--- src/hw/cfg_cmd_pkg.sv ---
package cfg_cmd_pkg;
	// register byte offsets
	localparam logic [3:0] OFS_CMD    = 4'h0;
	localparam logic [3:0] OFS_RESP   = 4'h4;
	localparam logic [3:0] OFS_STATUS = 4'h8;
	localparam logic [3:0] OFS_CLIENT = 4'hc;
	localparam logic [1:0] AXI_OKAY   = 2'h0;
	localparam logic [1:0] AXI_SLVERR = 2'h2;
	localparam logic [1:0] AXI_DECERR = 2'h3;
	// header fields
	localparam int HDR_ID_LO  = 24;
	localparam int HDR_LEN_LO = 12;
	localparam int HDR_CODE_W = 11;
	localparam int HDR_LEN_W  = 11;
	localparam int HDR_ID_W   = 4;
	// command codes
	localparam logic [10:0] CMD_CFG_STATUS = 11'h004;
	localparam logic [10:0] CMD_UPD_STATUS = 11'h05b;
	localparam logic [10:0] CMD_UPD_NOTIFY = 11'h05d;
	localparam logic [10:0] CMD_IMG_UPDATE = 11'h05c;
	localparam logic [10:0] CMD_PART_TABLE = 11'h05a;
	localparam logic [10:0] CMD_FL_OPEN    = 11'h032;
	localparam logic [10:0] CMD_FL_CLOSE   = 11'h033;
	localparam logic [10:0] CMD_FL_SELECT  = 11'h034;
	// argument and response word counts
	localparam logic [10:0] ARGS_ZERO = 11'h000;
	localparam logic [10:0] ARGS_ONE  = 11'h001;
	localparam logic [10:0] ARGS_TWO  = 11'h002;
	localparam logic [3:0]  RLEN_NONE = 4'h0;
	localparam logic [3:0]  RLEN_CFG  = 4'h6;
	localparam logic [3:0]  RLEN_UPD  = 4'h9;
	localparam logic [3:0]  RLEN_PART = 4'h4;
	// notify arguments
	localparam logic [31:0] NOTIFY_RETRY_CLR = 32'h0005_0000;
	localparam logic [31:0] NOTIFY_ERROR_CLR = 32'h0006_0000;
	// response error codes
	localparam logic [10:0] ERR_OK        = 11'h000;
	localparam logic [10:0] ERR_BAD_LEN   = 11'h002;
	localparam logic [10:0] ERR_BAD_ARG   = 11'h004;
	localparam logic [10:0] ERR_NOT_OWNER = 11'h008;
	localparam logic [10:0] ERR_BUSY      = 11'h0ff;
	localparam logic [10:0] ERR_UNKNOWN   = 11'h3ff;
	// chip-select field of the select argument
	localparam int CS_ARG_LO = 28;
	localparam int CS_ARG_W  = 4;
	// pin synchroniser settle cycles before strap capture
	localparam logic [1:0] STRAP_SETTLE = 2'h2;

	typedef enum logic [1:0] {
		ST_IDLE = 2'b00,
		ST_ARGS = 2'b01,
		ST_EXEC = 2'b10,
		ST_RESP = 2'b11
	} cmd_state_t;
endpackage

--- src/hw/cfg_cmd_core.sv ---
// How it works
// - configuration status, code 4, no args, six words; word 0 zero without error.
// - error word holds major code high sixteen bits, minor code low sixteen.
// - word 1 holds firmware index 31:28, zero 27:24, tool version below.
// - word 2 bit 31 status-out level, bit 30 sampled request-in, 29:8 zero.
// - word 2 bits 7:6 give clock source, 01 internal, 10 external.
// - word 2 bits 2:0 return mode pins caught at power up, 5:3 zero.
// - word 3 reports six soft function values in bits 5 down to 0.
// - words 4 and 5 return error location and details, zero without error.
// - update status, code 5B, no args, nine words; words 0-1 current image.
// - words 2-3 give failing image offset; other words invalid when zero.
// - a request-in rising edge never alters stored failing image data.
// - failing data changes only after image update then successful configuration, or on an error-clear notify.
// - word 8 is the retry counter, counting retries of the current image.
// - notify, code 5D, argument 0x00050000 resets the retry counter.
// - notify argument 0x00060000 clears error info; other values are reserved.
// - open granted only when flash is free and configuration is idle.
// - granted client owns flash exclusively until it closes.
// - close, code 33, no args or response words, releases ownership.
// - select, code 34, one argument chooses the chip-select line.
// - partition table words 2 and 3 carry second table address halves.
// - header bits 27:24 id echoed, bits 22:12 argument count, or response word count in a reply.
// - header bits 10:0 command code or response error, zero is success.
`timescale 1ns/1ps
`default_nettype none
module cfg_cmd_core
	import cfg_cmd_pkg::*;
#(
	parameter int CS_LINES = 4,
	parameter int CLIENT_W = 2
) (
	input  wire logic                clk_sys,
	input  wire logic                rst_n,
	input  wire logic [3:0]          s_axi_awaddr,
	input  wire logic                s_axi_awvalid,
	output logic                     s_axi_awready,
	input  wire logic [31:0]         s_axi_wdata,
	input  wire logic [3:0]          s_axi_wstrb,
	input  wire logic                s_axi_wvalid,
	output logic                     s_axi_wready,
	output logic [1:0]               s_axi_bresp,
	output logic                     s_axi_bvalid,
	input  wire logic                s_axi_bready,
	input  wire logic [3:0]          s_axi_araddr,
	input  wire logic                s_axi_arvalid,
	output logic                     s_axi_arready,
	output logic [31:0]              s_axi_rdata,
	output logic [1:0]               s_axi_rresp,
	output logic                     s_axi_rvalid,
	input  wire logic                s_axi_rready,
	input  wire logic                config_request_in_n,
	input  wire logic [2:0]          mode_select_pins,
	input  wire logic                config_status_out_n,
	input  wire logic [1:0]          clock_source,
	input  wire logic [5:0]          soft_functions,
	input  wire logic [31:0]         config_error,
	input  wire logic [31:0]         config_error_loc,
	input  wire logic [31:0]         config_error_detail,
	input  wire logic [3:0]          firmware_index,
	input  wire logic [23:0]         tool_version,
	input  wire logic [63:0]         current_image,
	input  wire logic [31:0]         update_version,
	input  wire logic [63:0]         first_partition_table,
	input  wire logic [63:0]         second_partition_table,
	input  wire logic                config_in_progress,
	input  wire logic                flash_busy_ext,
	input  wire logic                retry_event,
	input  wire logic                update_config_ok,
	input  wire logic [63:0]         fail_offset_in,
	input  wire logic [31:0]         fail_code_in,
	input  wire logic [31:0]         fail_loc_in,
	input  wire logic [31:0]         fail_detail_in,
	output logic                     image_update_req,
	output logic [31:0]              image_update_addr,
	output logic                     flash_granted,
	output logic [$clog2(CS_LINES)-1:0] flash_cs_sel
);
	localparam int CS_W = $clog2(CS_LINES);

	if (CS_LINES < 2 || CS_LINES > 16 || CLIENT_W < 1 || CLIENT_W > 8) begin : g_chk
		$error("cfg_cmd_core: CS_LINES must be 2..16 and CLIENT_W 1..8");
	end

	cmd_state_t state_reg, state_next;
	logic [HDR_ID_W-1:0]   id_reg;
	logic [HDR_CODE_W-1:0] code_reg;
	logic [HDR_LEN_W-1:0]  len_reg, arg_cnt_reg;
	logic [31:0]           arg0_reg;
	logic [10:0]           err_reg;
	logic [3:0]            resp_len_reg, resp_idx_reg;
	logic [HDR_CODE_W-1:0] resp_code_reg;
	logic [CLIENT_W-1:0]   client_reg, owner_reg;
	logic                  fl_open_reg, armed_reg;
	logic [CS_W-1:0]       cs_reg;
	logic [31:0]           retry_cnt_reg;
	logic [63:0]           fail_off_reg;
	logic [31:0]           fail_code_reg, fail_loc_reg, fail_det_reg;
	logic                  req_s1_reg, req_s2_reg;
	logic [2:0]            mode_select_pins_s1_reg, mode_select_pins_s2_reg, mode_select_pins_cap_reg;
	logic [1:0]            settle_reg;
	logic                  aw_got_reg, w_got_reg, bvalid_reg, arready_reg, rvalid_reg;
	logic [3:0]            awaddr_reg;
	logic                  wstrb0_reg, resp_pop;
	logic [31:0]           wdata_reg, rdata_reg;
	logic [1:0]            bresp_reg, rresp_reg;
	logic                  upd_req_reg;
	logic [31:0]           upd_addr_reg;

	// pins cross in through two flops; only the second is read
	always_ff @(posedge clk_sys) begin
		req_s1_reg  <= config_request_in_n;
		req_s2_reg  <= req_s1_reg;
		mode_select_pins_s1_reg <= mode_select_pins;
		mode_select_pins_s2_reg <= mode_select_pins_s1_reg;
	end

	// mode pins caught once after reset
	always_ff @(posedge clk_sys) begin
		if (!rst_n) begin
			settle_reg   <= 2'h0;
			mode_select_pins_cap_reg <= 3'h0;
		end else if (settle_reg != STRAP_SETTLE + 2'h1) begin
			settle_reg <= settle_reg + 2'h1;
			if (settle_reg == STRAP_SETTLE)
				mode_select_pins_cap_reg <= mode_select_pins_s2_reg;
		end
	end

	// axi write side
	wire aw_hs     = s_axi_awvalid && !aw_got_reg;
	wire w_hs      = s_axi_wvalid && !w_got_reg;
	wire wr_go     = aw_got_reg && w_got_reg && !bvalid_reg;
	wire wr_cmd    = wr_go && awaddr_reg == OFS_CMD;
	wire wr_client = wr_go && awaddr_reg == OFS_CLIENT;
	wire cmd_open  = state_reg == ST_IDLE || state_reg == ST_ARGS;
	wire wr_mapped = awaddr_reg == OFS_CMD || awaddr_reg == OFS_CLIENT;
	wire cmd_take  = wr_cmd && cmd_open;
	wire [1:0] bresp_next = !wr_mapped ? AXI_DECERR :
		(awaddr_reg == OFS_CMD && !cmd_open) ? AXI_SLVERR : AXI_OKAY;

	always_ff @(posedge clk_sys) begin
		if (!rst_n) begin
			aw_got_reg <= 1'b0;
			w_got_reg  <= 1'b0;
			bvalid_reg <= 1'b0;
			bresp_reg  <= AXI_OKAY;
			awaddr_reg <= 4'h0;
			wdata_reg  <= 32'h0;
			wstrb0_reg <= 1'b0;
		end else begin
			if (aw_hs) begin
				aw_got_reg <= 1'b1;
				awaddr_reg <= {s_axi_awaddr[3:2], 2'h0};
			end
			if (w_hs) begin
				w_got_reg <= 1'b1;
				wdata_reg <= s_axi_wdata;
				// strobe kept with the data; the master may drop it once taken
				wstrb0_reg <= s_axi_wstrb[0];
			end
			if (wr_go) begin
				bvalid_reg <= 1'b1;
				bresp_reg  <= bresp_next;
			end else if (bvalid_reg && s_axi_bready) begin
				bvalid_reg <= 1'b0;
				aw_got_reg <= 1'b0;
				w_got_reg  <= 1'b0;
			end
		end
	end

	// client id register; wstrb lane 0 carries it
	always_ff @(posedge clk_sys) begin
		if (!rst_n)
			client_reg <= '0;
		else if (wr_client && wstrb0_reg)
			client_reg <= wdata_reg[CLIENT_W-1:0];
	end

	// command parser
	wire [HDR_LEN_W-1:0] hdr_len = wdata_reg[HDR_LEN_LO+HDR_LEN_W-1:HDR_LEN_LO];
	wire last_arg = arg_cnt_reg + 11'h1 == len_reg;

	always_comb begin
		state_next = state_reg;
		unique case (state_reg)
			ST_IDLE: if (cmd_take) state_next = (hdr_len == ARGS_ZERO) ? ST_EXEC : ST_ARGS;
			ST_ARGS: if (cmd_take && last_arg) state_next = ST_EXEC;
			ST_EXEC: state_next = ST_RESP;
			ST_RESP: if (resp_pop && resp_idx_reg == resp_len_reg) state_next = ST_IDLE;
		endcase
	end

	// expected argument count per command
	logic [HDR_LEN_W-1:0] exp_len;
	logic                 known;
	always_comb begin
		known   = 1'b1;
		exp_len = ARGS_ZERO;
		case (code_reg)
			CMD_CFG_STATUS, CMD_UPD_STATUS, CMD_PART_TABLE,
			CMD_FL_OPEN, CMD_FL_CLOSE: exp_len = ARGS_ZERO;
			CMD_UPD_NOTIFY, CMD_FL_SELECT: exp_len = ARGS_ONE;
			CMD_IMG_UPDATE: exp_len = ARGS_TWO;
			default: known = 1'b0;
		endcase
	end

	wire exec      = state_reg == ST_EXEC;
	wire len_ok    = known && len_reg == exp_len;
	// only the owner may close or select
	wire is_owner  = fl_open_reg && owner_reg == client_reg;
	wire fl_busy   = fl_open_reg || flash_busy_ext || config_in_progress;
	wire [CS_ARG_W-1:0] cs_arg = arg0_reg[CS_ARG_LO+CS_ARG_W-1:CS_ARG_LO];
	wire cs_arg_ok = {1'b0, cs_arg} < (CS_ARG_W+1)'(CS_LINES);
	wire notify_ok = arg0_reg == NOTIFY_RETRY_CLR || arg0_reg == NOTIFY_ERROR_CLR;

	// error code chosen, zero means success
	wire [10:0] err_next =
		!known ? ERR_UNKNOWN :
		!len_ok ? ERR_BAD_LEN :
		(code_reg == CMD_FL_OPEN && fl_busy) ? ERR_BUSY :
		((code_reg == CMD_FL_CLOSE || code_reg == CMD_FL_SELECT) && !is_owner) ? ERR_NOT_OWNER :
		(code_reg == CMD_FL_SELECT && !cs_arg_ok) ? ERR_BAD_ARG :
		(code_reg == CMD_UPD_NOTIFY && !notify_ok) ? ERR_BAD_ARG : ERR_OK;
	wire ok = err_next == ERR_OK;
	wire [3:0] rlen_ok = code_reg == CMD_CFG_STATUS ? RLEN_CFG :
		code_reg == CMD_UPD_STATUS ? RLEN_UPD :
		code_reg == CMD_PART_TABLE ? RLEN_PART : RLEN_NONE;

	always_ff @(posedge clk_sys) begin
		if (!rst_n) begin
			state_reg     <= ST_IDLE;
			id_reg        <= '0;
			code_reg      <= '0;
			len_reg       <= '0;
			arg_cnt_reg   <= '0;
			arg0_reg      <= 32'h0;
			upd_addr_reg  <= 32'h0;
			err_reg       <= ERR_OK;
			resp_len_reg  <= RLEN_NONE;
			resp_code_reg <= '0;
		end else begin
			state_reg <= state_next;
			// id and argument count taken from the header
			if (state_reg == ST_IDLE && cmd_take) begin
				id_reg      <= wdata_reg[HDR_ID_LO+HDR_ID_W-1:HDR_ID_LO];
				len_reg     <= hdr_len;
				code_reg    <= wdata_reg[HDR_CODE_W-1:0];
				arg_cnt_reg <= '0;
			end
			if (state_reg == ST_ARGS && cmd_take) begin
				arg_cnt_reg <= arg_cnt_reg + 11'h1;
				if (arg_cnt_reg == ARGS_ZERO)
					arg0_reg <= wdata_reg;
			end
			if (exec) begin
				err_reg       <= err_next;
				resp_code_reg <= code_reg;
				// refused commands carry no response words
				resp_len_reg  <= ok ? rlen_ok : RLEN_NONE;
				if (ok && code_reg == CMD_IMG_UPDATE)
					upd_addr_reg <= arg0_reg;
			end
		end
	end

	// flash ownership and chip select
	always_ff @(posedge clk_sys) begin
		if (!rst_n) begin
			fl_open_reg <= 1'b0;
			owner_reg   <= '0;
			cs_reg      <= '0;
			upd_req_reg <= 1'b0;
			armed_reg   <= 1'b0;
		end else begin
			upd_req_reg <= exec && ok && code_reg == CMD_IMG_UPDATE;
			// grant only when free and not configuring
			if (exec && ok && code_reg == CMD_FL_OPEN) begin
				fl_open_reg <= 1'b1;
				owner_reg   <= client_reg;
			end
			if (exec && ok && code_reg == CMD_FL_CLOSE)
				fl_open_reg <= 1'b0;
			if (exec && ok && code_reg == CMD_FL_SELECT)
				cs_reg <= cs_arg[CS_W-1:0];
			// arm on image update, disarm on its successful configuration
			if (exec && ok && code_reg == CMD_IMG_UPDATE)
				armed_reg <= 1'b1;
			else if (update_config_ok)
				armed_reg <= 1'b0;
		end
	end

	wire notify_exec = exec && ok && code_reg == CMD_UPD_NOTIFY;
	wire retry_clr   = notify_exec && arg0_reg == NOTIFY_RETRY_CLR;
	wire err_clr     = notify_exec && arg0_reg == NOTIFY_ERROR_CLR;
	wire fail_latch  = update_config_ok && armed_reg;

	always_ff @(posedge clk_sys) begin
		if (!rst_n) begin
			retry_cnt_reg <= 32'h0;
			fail_off_reg  <= 64'h0;
			fail_code_reg <= 32'h0;
			fail_loc_reg  <= 32'h0;
			fail_det_reg  <= 32'h0;
		end else begin
			// retry counter; a retry in the clearing cycle still counts
			if (retry_event)
				retry_cnt_reg <= (retry_clr ? 32'h0 : retry_cnt_reg) + 32'h1;
			else if (retry_clr)
				retry_cnt_reg <= 32'h0;
			// only the armed latch or a clear touch failing data
			if (fail_latch) begin
				fail_off_reg  <= fail_offset_in;
				fail_code_reg <= fail_code_in;
				fail_loc_reg  <= fail_loc_in;
				fail_det_reg  <= fail_detail_in;
			end else if (err_clr) begin
				fail_off_reg  <= 64'h0;
				fail_code_reg <= 32'h0;
				fail_loc_reg  <= 32'h0;
				fail_det_reg  <= 32'h0;
			end
		end
	end

	// response words, built live from state so a read sees current values
	wire fail_valid = fail_off_reg != 64'h0;
	wire [31:0] resp_hdr = {4'h0, id_reg, 1'b0, 7'h0, resp_len_reg, 1'b0, err_reg};
	logic [31:0] data_word;
	always_comb begin
		data_word = 32'h0;
		if (resp_code_reg == CMD_CFG_STATUS) begin
			case (resp_idx_reg)
				// error word passed as major/minor halves
				4'h1: data_word = config_error;
				4'h2: data_word = {firmware_index, 4'h0, tool_version};
				4'h3: data_word = {config_status_out_n, req_s2_reg, 22'h0,
					clock_source, 3'h0, mode_select_pins_cap_reg};
				4'h4: data_word = {26'h0, soft_functions};
				4'h5: data_word = config_error_loc;
				4'h6: data_word = config_error_detail;
				default: data_word = 32'h0;
			endcase
		end else if (resp_code_reg == CMD_UPD_STATUS) begin
			case (resp_idx_reg)
				4'h1: data_word = current_image[63:32];
				4'h2: data_word = current_image[31:0];
				// failing image offset; dependent words zero when none
				4'h3: data_word = fail_off_reg[63:32];
				4'h4: data_word = fail_off_reg[31:0];
				4'h5: data_word = fail_valid ? fail_code_reg : 32'h0;
				4'h6: data_word = fail_valid ? update_version : 32'h0;
				4'h7: data_word = fail_valid ? fail_loc_reg : 32'h0;
				4'h8: data_word = fail_valid ? fail_det_reg : 32'h0;
				4'h9: data_word = retry_cnt_reg;
				default: data_word = 32'h0;
			endcase
		end else if (resp_code_reg == CMD_PART_TABLE) begin
			case (resp_idx_reg)
				4'h1: data_word = first_partition_table[63:32];
				4'h2: data_word = first_partition_table[31:0];
				4'h3: data_word = second_partition_table[63:32];
				4'h4: data_word = second_partition_table[31:0];
				default: data_word = 32'h0;
			endcase
		end
	end

	// axi read side; reading the response register pops one word
	wire ar_hs      = s_axi_arvalid && arready_reg;
	wire [3:0] ar_a = {s_axi_araddr[3:2], 2'h0};
	assign resp_pop = ar_hs && ar_a == OFS_RESP && state_reg == ST_RESP;
	wire [31:0] resp_word = resp_idx_reg == 4'h0 ? resp_hdr : data_word;
	wire [3:0] remain = state_reg == ST_RESP ? resp_len_reg - resp_idx_reg + 4'h1 : 4'h0;
	wire [31:0] status_word = {4'h0, CS_ARG_W'(cs_reg), 8'(owner_reg), 3'h0,
		fl_open_reg, remain, 6'h0, state_reg == ST_RESP, cmd_open};
	wire rd_mapped = ar_a == OFS_RESP || ar_a == OFS_STATUS || ar_a == OFS_CLIENT;
	wire [31:0] rd_word = ar_a == OFS_RESP ? (resp_pop ? resp_word : 32'h0) :
		ar_a == OFS_STATUS ? status_word :
		ar_a == OFS_CLIENT ? 32'(client_reg) : 32'h0;

	always_ff @(posedge clk_sys) begin
		if (!rst_n) begin
			arready_reg  <= 1'b1;
			rvalid_reg   <= 1'b0;
			rdata_reg    <= 32'h0;
			rresp_reg    <= AXI_OKAY;
			resp_idx_reg <= 4'h0;
		end else begin
			if (ar_hs) begin
				arready_reg <= 1'b0;
				rvalid_reg  <= 1'b1;
				rdata_reg   <= rd_word;
				rresp_reg   <= rd_mapped ? AXI_OKAY : AXI_DECERR;
			end else if (rvalid_reg && s_axi_rready) begin
				rvalid_reg  <= 1'b0;
				arready_reg <= 1'b1;
			end
			if (exec)
				resp_idx_reg <= 4'h0;
			else if (resp_pop)
				resp_idx_reg <= resp_idx_reg + 4'h1;
		end
	end

	assign s_axi_awready     = !aw_got_reg;
	assign s_axi_wready      = !w_got_reg;
	assign s_axi_bvalid      = bvalid_reg;
	assign s_axi_bresp       = bresp_reg;
	assign s_axi_arready     = arready_reg;
	assign s_axi_rvalid      = rvalid_reg;
	assign s_axi_rdata       = rdata_reg;
	assign s_axi_rresp       = rresp_reg;
	assign image_update_req  = upd_req_reg;
	assign image_update_addr = upd_addr_reg;
	assign flash_granted     = fl_open_reg;
	assign flash_cs_sel      = cs_reg;
endmodule
`default_nettype wire

--- config.mk ---
export PLATFORM = sky130hd
export DESIGN_NAME = cfg_cmd_core
export DESIGN_NICKNAME = d
export VERILOG_FILES = /design/src/hw/cfg_cmd_pkg.sv /design/src/hw/cfg_cmd_core.sv
export SDC_FILE = /design/constraint.sdc
export NUM_CORES = 1
export LEC_CHECK = 0
export BUFFER_PORTS_ARGS = -buffer_cell sky130_fd_sc_hd__buf_2
export CORE_AREA = 2 2 254 256
export CTS_BUF_LIST = sky130_fd_sc_hd__clkbuf_4 sky130_fd_sc_hd__clkbuf_8
export CTS_CLUSTER_DIAMETER = 100
export DETAILED_ROUTE_END_ITERATION = 8
export DIE_AREA = 0 0 256 258
export GPL_ROUTABILITY_DRIVEN = 0
export HOLD_SLACK_MARGIN = 0.15
export SLEW_MARGIN = 20
export SYNTH_ARGS = -nofsm -noshare
export SYNTH_HDL_FRONTEND = slang
export SYNTH_SLANG_ARGS = --single-unit
--- constraint.sdc ---
create_clock -name clk_sys -period 8 [get_ports clk_sys]
set_clock_uncertainty 0.05 [all_clocks]
set_input_delay 1.2 -clock clk_sys [delete_from_list [all_inputs] [get_ports clk_sys]]
set_output_delay 1.2 -clock clk_sys [all_outputs]
set_load 0.1 [all_outputs]
# --- Word level (Yosys, flattened, before mapping) ---
# Cells that the tools add are included.
totals:
  regBits: 423
  elab_cells: 214
classes:
  addsub: 6
  n_lt_le_gt_ge: 1
  n_eq_ne: 38
  n_mux: 60
  n_bitwise: 1
  n_reduce_logical: 69
op_table:
  columns: ["operator", "n"]
  rows:
  - ["32-bit 2-to-1 mux", 16]
  - ["32-bit case mux with 9 select lines", 1]
  - ["32-bit case mux with 6 select lines", 1]
  - ["64-bit 2-to-1 mux", 2]
  - ["32-bit case mux with 4 select lines", 1]
  - ["11-bit by 7-bit == test with 1-bit output (second input constant)", 6]
  - ["32-bit by 19-bit == test with 1-bit output (second input constant)", 2]
  - ["64-bit nonzero test", 1]
  - ["1-bit logical AND", 34]
  - ["11-bit by 6-bit == test with 1-bit output (second input constant)", 3]
  - ["11-bit zero test", 3]
  - ["32-bit by 1-bit adder with 32-bit output (second input constant)", 1]
  - ["26-bit 2-to-1 mux", 1]
  - ["11-bit == test", 2]
  - ["11-bit by 3-bit == test with 1-bit output (second input constant)", 2]
  - ["11-bit 2-to-1 mux", 2]
  - ["4-bit 2-to-1 mux", 5]
  - ["4-bit by 3-bit == test with 1-bit output (second input constant)", 4]
  - ["2-bit 2-to-1 mux", 8]
  - ["8-bit 2-to-1 mux", 2]
  - ["1-bit 2-to-1 mux", 15]
  - ["2-bit == test (second input constant)", 6]
  - ["11-bit by 1-bit adder with 11-bit output (second input constant)", 1]
  - ["10-bit 2-to-1 mux", 1]
  - ["other kinds (25)", 55]

# --- Longest topological paths before layout ---
# Gate-level depths: netlist of the first run.
logic_depth:
  ltp_word: 17
  mapped_depth: 13
  depth_no_buf: 12

# --- Worst setup path after synthesis of the first run ---
# Ideal clock, no wire load.
synth_path:
  path_type: "in2reg"
  from: "input rst_n"
  to: "register fail_code_reg[0]"
  arrival_ns: 2.803
  required_time_ns: 7.883
  slack_ns: 5.080
  path_stages: 7
  n_path_buf: 3
  path_cell_list: "clkbuf_1 -> inv_1 -> nor2_1 -> clkbuf_1 -> dlygate4sd3_1 -> nand2_1 -> o21ai_2"
synth_rtl:
  columns: ["item", "line", "rtl"]
  rows:
  - ["start: declaration", "cfg_cmd_core.sv:33", "input wire logic rst_n,"]
  - ["end signal: assignment", "cfg_cmd_core.sv:316", "fail_code_reg <= fail_code_in;"]
  - ["end: declaration", "cfg_cmd_core.sv:97", "logic [31:0] fail_code_reg, fail_loc_reg, fail_det_reg;"]

# --- Worst setup path after layout of the first run ---
layout_path:
  from: "register resp_idx_reg[2]"
  to: "register rdata_reg[25] (netlist: s_axi_rdata[25])"
layout_between:
  elab_chain_cells: 8
layout_lines:
  columns: ["item", "line", "rtl"]
  rows:
  - ["start: declaration", "cfg_cmd_core.sv:90", "logic [3:0] resp_len_reg, resp_idx_reg;"]
  - ["start signal: assignment", "cfg_cmd_core.sv:404", "resp_idx_reg <= resp_idx_reg + 4'h1;"]
  - ["4-bit by 3-bit == test with 1-bit output (tied with other cells)", "cfg_cmd_core.sv:335, cfg_cmd_core.sv:347, cfg_cmd_core.sv:361", null]
  - ["32-bit case mux with 4 select lines", "cfg_cmd_core.sv:361", "case (resp_idx_reg)"]
  - ["32-bit 2-to-1 mux", "cfg_cmd_core.sv:360", "end else if (resp_code_reg == CMD_PART_TABLE) begin"]
  - ["32-bit 2-to-1 mux", "cfg_cmd_core.sv:346", "end else if (resp_code_reg == CMD_UPD_STATUS) begin"]
  - ["32-bit 2-to-1 mux", "cfg_cmd_core.sv:334", "if (resp_code_reg == CMD_CFG_STATUS) begin"]
  - ["32-bit 2-to-1 mux *", "cfg_cmd_core.sv:375", "wire [31:0] resp_word = resp_idx_reg == 4'h0 ? resp_hdr : data_word;"]
  - ["32-bit 2-to-1 mux * (2 in a row)", "cfg_cmd_core.sv:380", "wire [31:0] rd_word = ar_a == OFS_RESP ? (resp_pop ? resp_word : 32'h0) :"]
  - ["end signal: assignment", "cfg_cmd_core.sv:395", "rdata_reg <= rd_word;"]
  - ["end: declaration", "cfg_cmd_core.sv:104", "logic [31:0] wdata_reg, rdata_reg;"]
# Every way passes the cells marked *; elsewhere a longest branch is shown, timed or not.
# A chain may end at the register's enable or synchronous reset.

==> qor.yml, run 1 <==
status: "finished clean"
synth-main-ff-cell: "dfxtp_1"
intPower_mw: 3.45
netlist_area_um2: 21500
clk_pin_slew_ns: 0.06
cts_setup_buffers: 0
drt_iter0_markers: 2676
nFillCells: 6711
p_clk_share_pct: 45.4
h-tree-depth: 3
ys_ff_latch: 415
syn_nets: 3194
rrSetupSlack_ns: 4.15
p_comb_share_pct: 9.6
synthArstFlopShare_pct: 0
synth-seq-area-share_pct: 38.7
yosysTopAreaCellShare_pct: 38.7
grt_pass1_vias: 21574
port_buffers: 645
holdPathEnd: "mode_select_pins_s2_reg[1]"
dr_total_vias: 23347
p_sw_share_pct: 27.3
dp_hpwl_um: 78900
clock.fmax_mhz: 259
slew-limit-headroom_pct: 24.4
ir_worst_vdd_uv: 117
cts_tree: "done"
timing.rr.start: "resp_idx_reg[2]"
ys_top_cells_by_area: "dfxtp_1, nand2_1, nand3_1"
required_ns: 8.52
synthMostInstantiatedCell: "nand2_1"
grt_max_degree: 104
path_max_fanout: 57
postCtsHoldBufs: 0
critPathKind: "reg2reg"
firstDrtPassIters: 6
drv_cap: 0
p_leak_nw: 10.1
numCtsBuffers: 75
synth_cells: 2598
routedWlPerCell_um: 25.9
cts-root-buf: "clkbuf_8"
core_um2: 63600
die_w_um: 256
syn_avg_cell_area_um2: 8.26
finalSetupViolCount: 0
grt_pass1_wl_um: 148000
p_switching_mw: 1.29
initial_core_util_pct: 33.7
num-nets-final: 3724
track_usage_pct: 30.4
post-place-ws_ns: 3.81
min_path_type: "reg2reg"
synthTopCellsByCount: "nand2_1, dfxtp_1, nand3_1, nor2_1, clkbuf_1"
timing.rr.end: "s_axi_rdata[25]"
worstMarginPinSlew_ns: 1.13
drcViolationCount: 0
ios: 653
clock_latency_ns: 0.69
cp-start-kind: "flip-flop"
antenna_found_initial: 63
clockBufferDepth: 3
holdWs_ns: 0.273
final.period_utilization_pct: 48.2
setup-tns-final_ns: 0
worstRegToRegCells: 7
crit_chain: "nand2b_1 -> nor2_4 -> buf_4 -> a22oi_1 -> o221ai_1 -> a21oi_1 -> a211oi_1"
min_from: "mode_select_pins_s1_reg[1]"
final-hold-violation-count: 0
fp.dieH_um: 258
rsz0062_at_grt: "no"
synthToLayoutAreaGrowth_pct: 24.0
ctsResizeCount: 0
min_path_cells: 0
crit_arrival_ns: 4.37
ys_warn_count: 0
vias_per_cell: 5.71
seq_power_share_pct: 45.1
synth_top_cell_by_area: "dfxtp_1"
die_area_um2: 66000
num_rows: 93
grt.overflow.total: 0
maxSlewViolCount: 0
ant_nets: 0
yosysUniqueCellTypes: 83
cts_sinks: 415
fin_ws_ns: 4.15
drive_gt1_share_pct: 30.5
cp-end-kind: "flip-flop"
routed_wl_um: 106000
slowest_stage: "dfxtp_4"
p_per_area_nw_per_um2: 178
finalCriticalPeriod_ns: 3.85
max_stage_delay_ns: 0.88
largest_reg_flops: 64
synth_edf_count: 0
metal layers:
metal	vias up	track usage (%)	share of wire (%)
met5	-	0	0.13
met4	20	21.7	7.0
met3	285	8.82	10
met2	1320	46.8	45
met1	11045	36.5	38
li1	10677	-	-
stage by stage:
| step | std cells | util, % | power, mW | instance area (um2) |
|---|---|---|---|---|
| floorplan | 2598 | - | 2.39 | 21500 |
| global placement | 3906 | 39.1 | 2.63 | 24900 |
| detailed placement | 3906 | 39.1 | 2.63 | 24900 |
| CTS | 4037 | 41.6 | 4.76 | 26500 |
| global route | 4077 | 41.8 | 4.89 | 26600 |
| finish | 4086 | 41.8 | 4.74 | 26600 |
power groups by stage:
stage	sequential, mW	clock, mW	combinational, mW
after global routing	2.14	2.26	0.489
after global placement	2.18	0	0.449
after CTS	2.13	2.18	0.451
final	2.13	2.15	0.453
after detailed placement	2.18	0	0.449
after floorplan	2.21	0	0.186
worst max-delay path by stage:
stage | startpoint | endpoint | depth (start not counted)
floorplan | rst_n | fail_code_reg[0] | 7
global route | code_reg[0] | fail_loc_reg[11] | 8
detailed placement | rst_n | fail_loc_reg[30] | 7
finish | resp_idx_reg[2] | s_axi_rdata[25] | 7
global placement | rst_n | fail_loc_reg[30] | 7
CTS | code_reg[0] | fail_det_reg[31] | 8
layout by cell type (no fill, tap or decap), types with 24 or more instances in the layout:
master and instances:
diode_2 49, buf_4 45, clkbuf_4 24, a22oi_1 65, nor4_1 33, a21oi_1 150
a222oi_1 39, o21ai_0 123, nand4_1 28, o21ai_2 101, a221oi_1 40, nand2_1 438
a31oi_1 24, a32oi_1 34, inv_1 24, nor2_1 164, a22o_1 60, o221ai_1 33
nand3_1 202, mux2i_1 91, buf_2 644, o22ai_1 27, clkbuf_8 90, xor2_1 36
dfxtp_1 413
worst max-delay path: cells and delay by family (launching register included):
| kind | cells | cell delay (ns) |
|---|---|---|
| AO/OA/AOI/OAI | 4 | 0.98 |
| buffers and inverters | 1 | 0.45 |
| flip-flops | 1 | 0.88 |
| AND/OR/NAND/NOR | 2 | 1.36 |
area by class of cell:
type	instances	area [um2]	share of cell area, %
antenna	49	123	0.461
clock buffer	113	1410	5.28
clock inverter	18	173	0.649
inverter	25	96.3	0.362
multi-input combinational	1920	11800	44.5
sequential	415	8320	31.2
tap	855	1070	4.02
timing repair buffer	691	3590	13.5
cell families (layout without fill, tap and decap cells):
| family | Yosys count | count (layout) | share of synthesized area, % |
|---|---|---|---|
| flip-flops | 415 | 415 | 38.7 |
| AO/OA/AOI/OAI | 756 | 756 | 25.2 |
| XOR/XNOR | 57 | 57 | 2.40 |
| buffers and inverters | 263 | 847 | 6.61 |
| AND/OR/NAND/NOR | 992 | 992 | 21.5 |
| other | 0 | 49 | 0 |
| multiplexers | 95 | 95 | 4.45 |
| adder cells (fa/ha/maj) | 20 | 20 | 1.20 |
Power figures use the tool's default switching activity.
==> run 2: changes to the inputs <==
--- a/config.mk
+++ b/config.mk
@@ -6,11 +6,11 @@
 export NUM_CORES = 1
 export LEC_CHECK = 0
 export BUFFER_PORTS_ARGS = -buffer_cell sky130_fd_sc_hd__buf_2
-export CORE_AREA = 2 2 254 256
+export CORE_AREA = 2 2 256 258
 export CTS_BUF_LIST = sky130_fd_sc_hd__clkbuf_4 sky130_fd_sc_hd__clkbuf_8
 export CTS_CLUSTER_DIAMETER = 100
 export DETAILED_ROUTE_END_ITERATION = 8
-export DIE_AREA = 0 0 256 258
+export DIE_AREA = 0 0 258 260
 export GPL_ROUTABILITY_DRIVEN = 0
 export HOLD_SLACK_MARGIN = 0.15
 export SLEW_MARGIN = 20
==> constraint.sdc (replaced) <==
create_clock -name clk_sys -period 4 [get_ports clk_sys]
set_clock_uncertainty 0.05 [all_clocks]
set_input_delay 0.6 -clock clk_sys [delete_from_list [all_inputs] [get_ports clk_sys]]
set_output_delay 0.6 -clock clk_sys [all_outputs]
set_load 0.1 [all_outputs]
==> run 2 against run 1 <==
Net effect:
- final cell count grew 4.7%
- via count grew 3.5%
- count of clock-buffer cells in the layout grew 2
- non-clock buffer count grew 214
- setup slack lost 3.5 ns
- die area grew 1.6%
- critical path type unchanged
- critical endpoint is now retry_cnt_reg[14]
==> qor.yml, run 2 (synthesized netlist as in run 1, its figures left out) <==
maxSlewViolCount: 0  # unchanged
ir_worst_vdd_uv: 229  # +96%
timing.rr.end: "retry_cnt_reg[14]"
num_rows: 93  # unchanged
cts-root-buf: "clkbuf_8"
min_from: "s_axi_araddr[3]"
layout_commonest_cell: "buf_2"
cts_setup_buffers: 0  # unchanged
core_um2: 64100  # +0.73%
p_leak_nw: 11.1  # +9.2%
multiInputGateArea_um2: 11800  # about the same
required_ns: 4.49  # -4.03 ns
cts_tree: "done"
grt_pass1_vias: 22779  # +5.6%
cp-end-kind: "flip-flop"
die_area_um2: 67100  # +1.6%
initial_core_util_pct: 33.5  # -0.24 points
antenna_found_initial: 45  # -29%
drt_iter0_markers: 2831  # +5.8%
finalSetupViolCount: 0  # unchanged
worstMarginPinSlew_ns: 1.14  # +0.00346 ns
holdWs_ns: 0.220  # -0.0528 ns
ctsResizeCount: 0  # unchanged
numCtsBuffers: 76  # +1.3%
grt.overflow.total: 0  # unchanged
cp-start-kind: "flip-flop"
largest_reg_flops: 64  # unchanged
postCtsHoldBufs: 202  # +202
rrSetupSlack_ns: 0.60  # -3.54 ns
drv_cap: 0  # unchanged
grt_pass1_wl_um: 151000  # +2.1%
die_w_um: 258  # +0.78%
p_per_area_nw_per_um2: 336  # +89%
rsz0062_at_grt: "no"
regArea_um2: 8320  # unchanged
fin_cells: 4277  # +4.7%
clock_latency_ns: 0.69  # about the same
finalPower_mw: 9.68  # +100%
ant_nets: 0  # unchanged
synthToLayoutAreaGrowth_pct: 34.3
num-nets-final: 3939  # +5.8%
vias_per_cell: 5.65  # -1.1%
track_usage_pct: 30.4  # -0.061 points
nFillCells: 6500  # -3.1%
critPathKind: "reg2reg"
slew-limit-headroom_pct: 24.2  # -0.23 points
final.period_utilization_pct: 85.0  # +37 points
fin_util_pct: 45.0  # +3.2 points
cts_sinks: 415  # unchanged
firstDrtPassIters: 9  # +3
drive_gt1_share_pct: 28.9  # -1.6 points
final-hold-violation-count: 0  # unchanged
drcViolationCount: 0  # unchanged
h-tree-depth: 3  # unchanged
placed_cells: 3918  # +0.31%
timing.rr.start: "code_reg[0]"
dp_hpwl_um: 78800  # about the same
port_buffers: 645  # unchanged
finalCriticalPeriod_ns: 3.40  # -0.457 ns
status: "finished clean"
routed_wl_um: 107000  # +0.90%
startpoint: "code_reg[0]"
fp.dieH_um: 260  # +0.78%
routedWlPerCell_um: 25.0  # -3.6%
final_cell_mix: "buf_2, nand2_1, dfxtp_1"
crit_arrival_ns: 3.89  # -0.48 ns
worstRegToRegCells: 12  # +5
clock.fmax_mhz: 294  # +13%
endpoint: "retry_cnt_reg[14]"
ios: 653  # unchanged
clk_pin_slew_ns: 0.06  # about the same
path_max_fanout: 14  # -75%
min_path_type: "in2reg"
dr_total_vias: 24171  # +3.5%
clockBufferDepth: 3  # unchanged
setup-tns-final_ns: 0  # unchanged
grt_max_degree: 200  # +92%
[run 2: changes by cell type in the layout (fill, tap and decap cells not counted), sizes merged, moves of 2 or more]
cell and change:
buf +12, clkbuf +2, clkinv -7, dlygate4sd3 +202, diode -19, clkinvlp +2
[run 2: worst min-delay path by stage]
stage	cells after the start	slack (ns)	end
floorplan	0	0.26	mode_select_pins_s2_reg[0]
global placement	0	0.26	mode_select_pins_s2_reg[2]
detailed placement	0	0.26	mode_select_pins_s2_reg[0]
CTS	3	0.16	s_axi_rresp[0]
global route	3	0.23	fail_code_reg[23]
finish	3	0.22	s_axi_rresp[0]
[run 2: worst max-delay path, stage by stage, from the launching register on]
cell	delay, ns
dfxtp_1	0.61
nor4b_1	0.44
nand4_1	0.23
nor4_1	0.34
nand4_1	0.36
and2_1	0.31
ha_1	0.24
nand3_1	0.13
nor3_1	0.06
buf_4	0.18
nand3_1	0.10
xor2_1	0.16
nor2_1	0.06
[run 2: cell type report]
cell class / instances / share of cell area [%]
clock buffers: 115 / 5.03
repair buffers: 905 / 20.2
flip-flops and latches: 415 / 28.8
well taps: 855 / 3.71
multi-input cells: 1920 / 41.1
inverters: 25 / 0.334
diodes: 30 / 0.260
clock inverters: 12 / 0.499
[run 2: per-layer routing]
metal  wire, um  vias up  global-route usage [%]
li1           -    11057                       -
met1      40700    11425                    36.5
met2      48700     1343                    49.0
met3      10100      324                    7.89
met4       7160       22                    17.9
met5        142        -                       0
[run 2: stage by stage]
stage	worst slack [ns]	instance area (um2)
after CTS	0.657	28800
after global placement	0.753	25100
final	0.602	28800
after global routing	0.265	28800
after floorplan	1.29	21500
after detailed placement	0.673	25100
[run 2: where the power goes]
group          total (mW)  internal, mW  switching, mW
Clock                4.32          2.39           1.93
Sequential           4.27          4.20         0.0646
Combinational        1.09         0.484          0.602
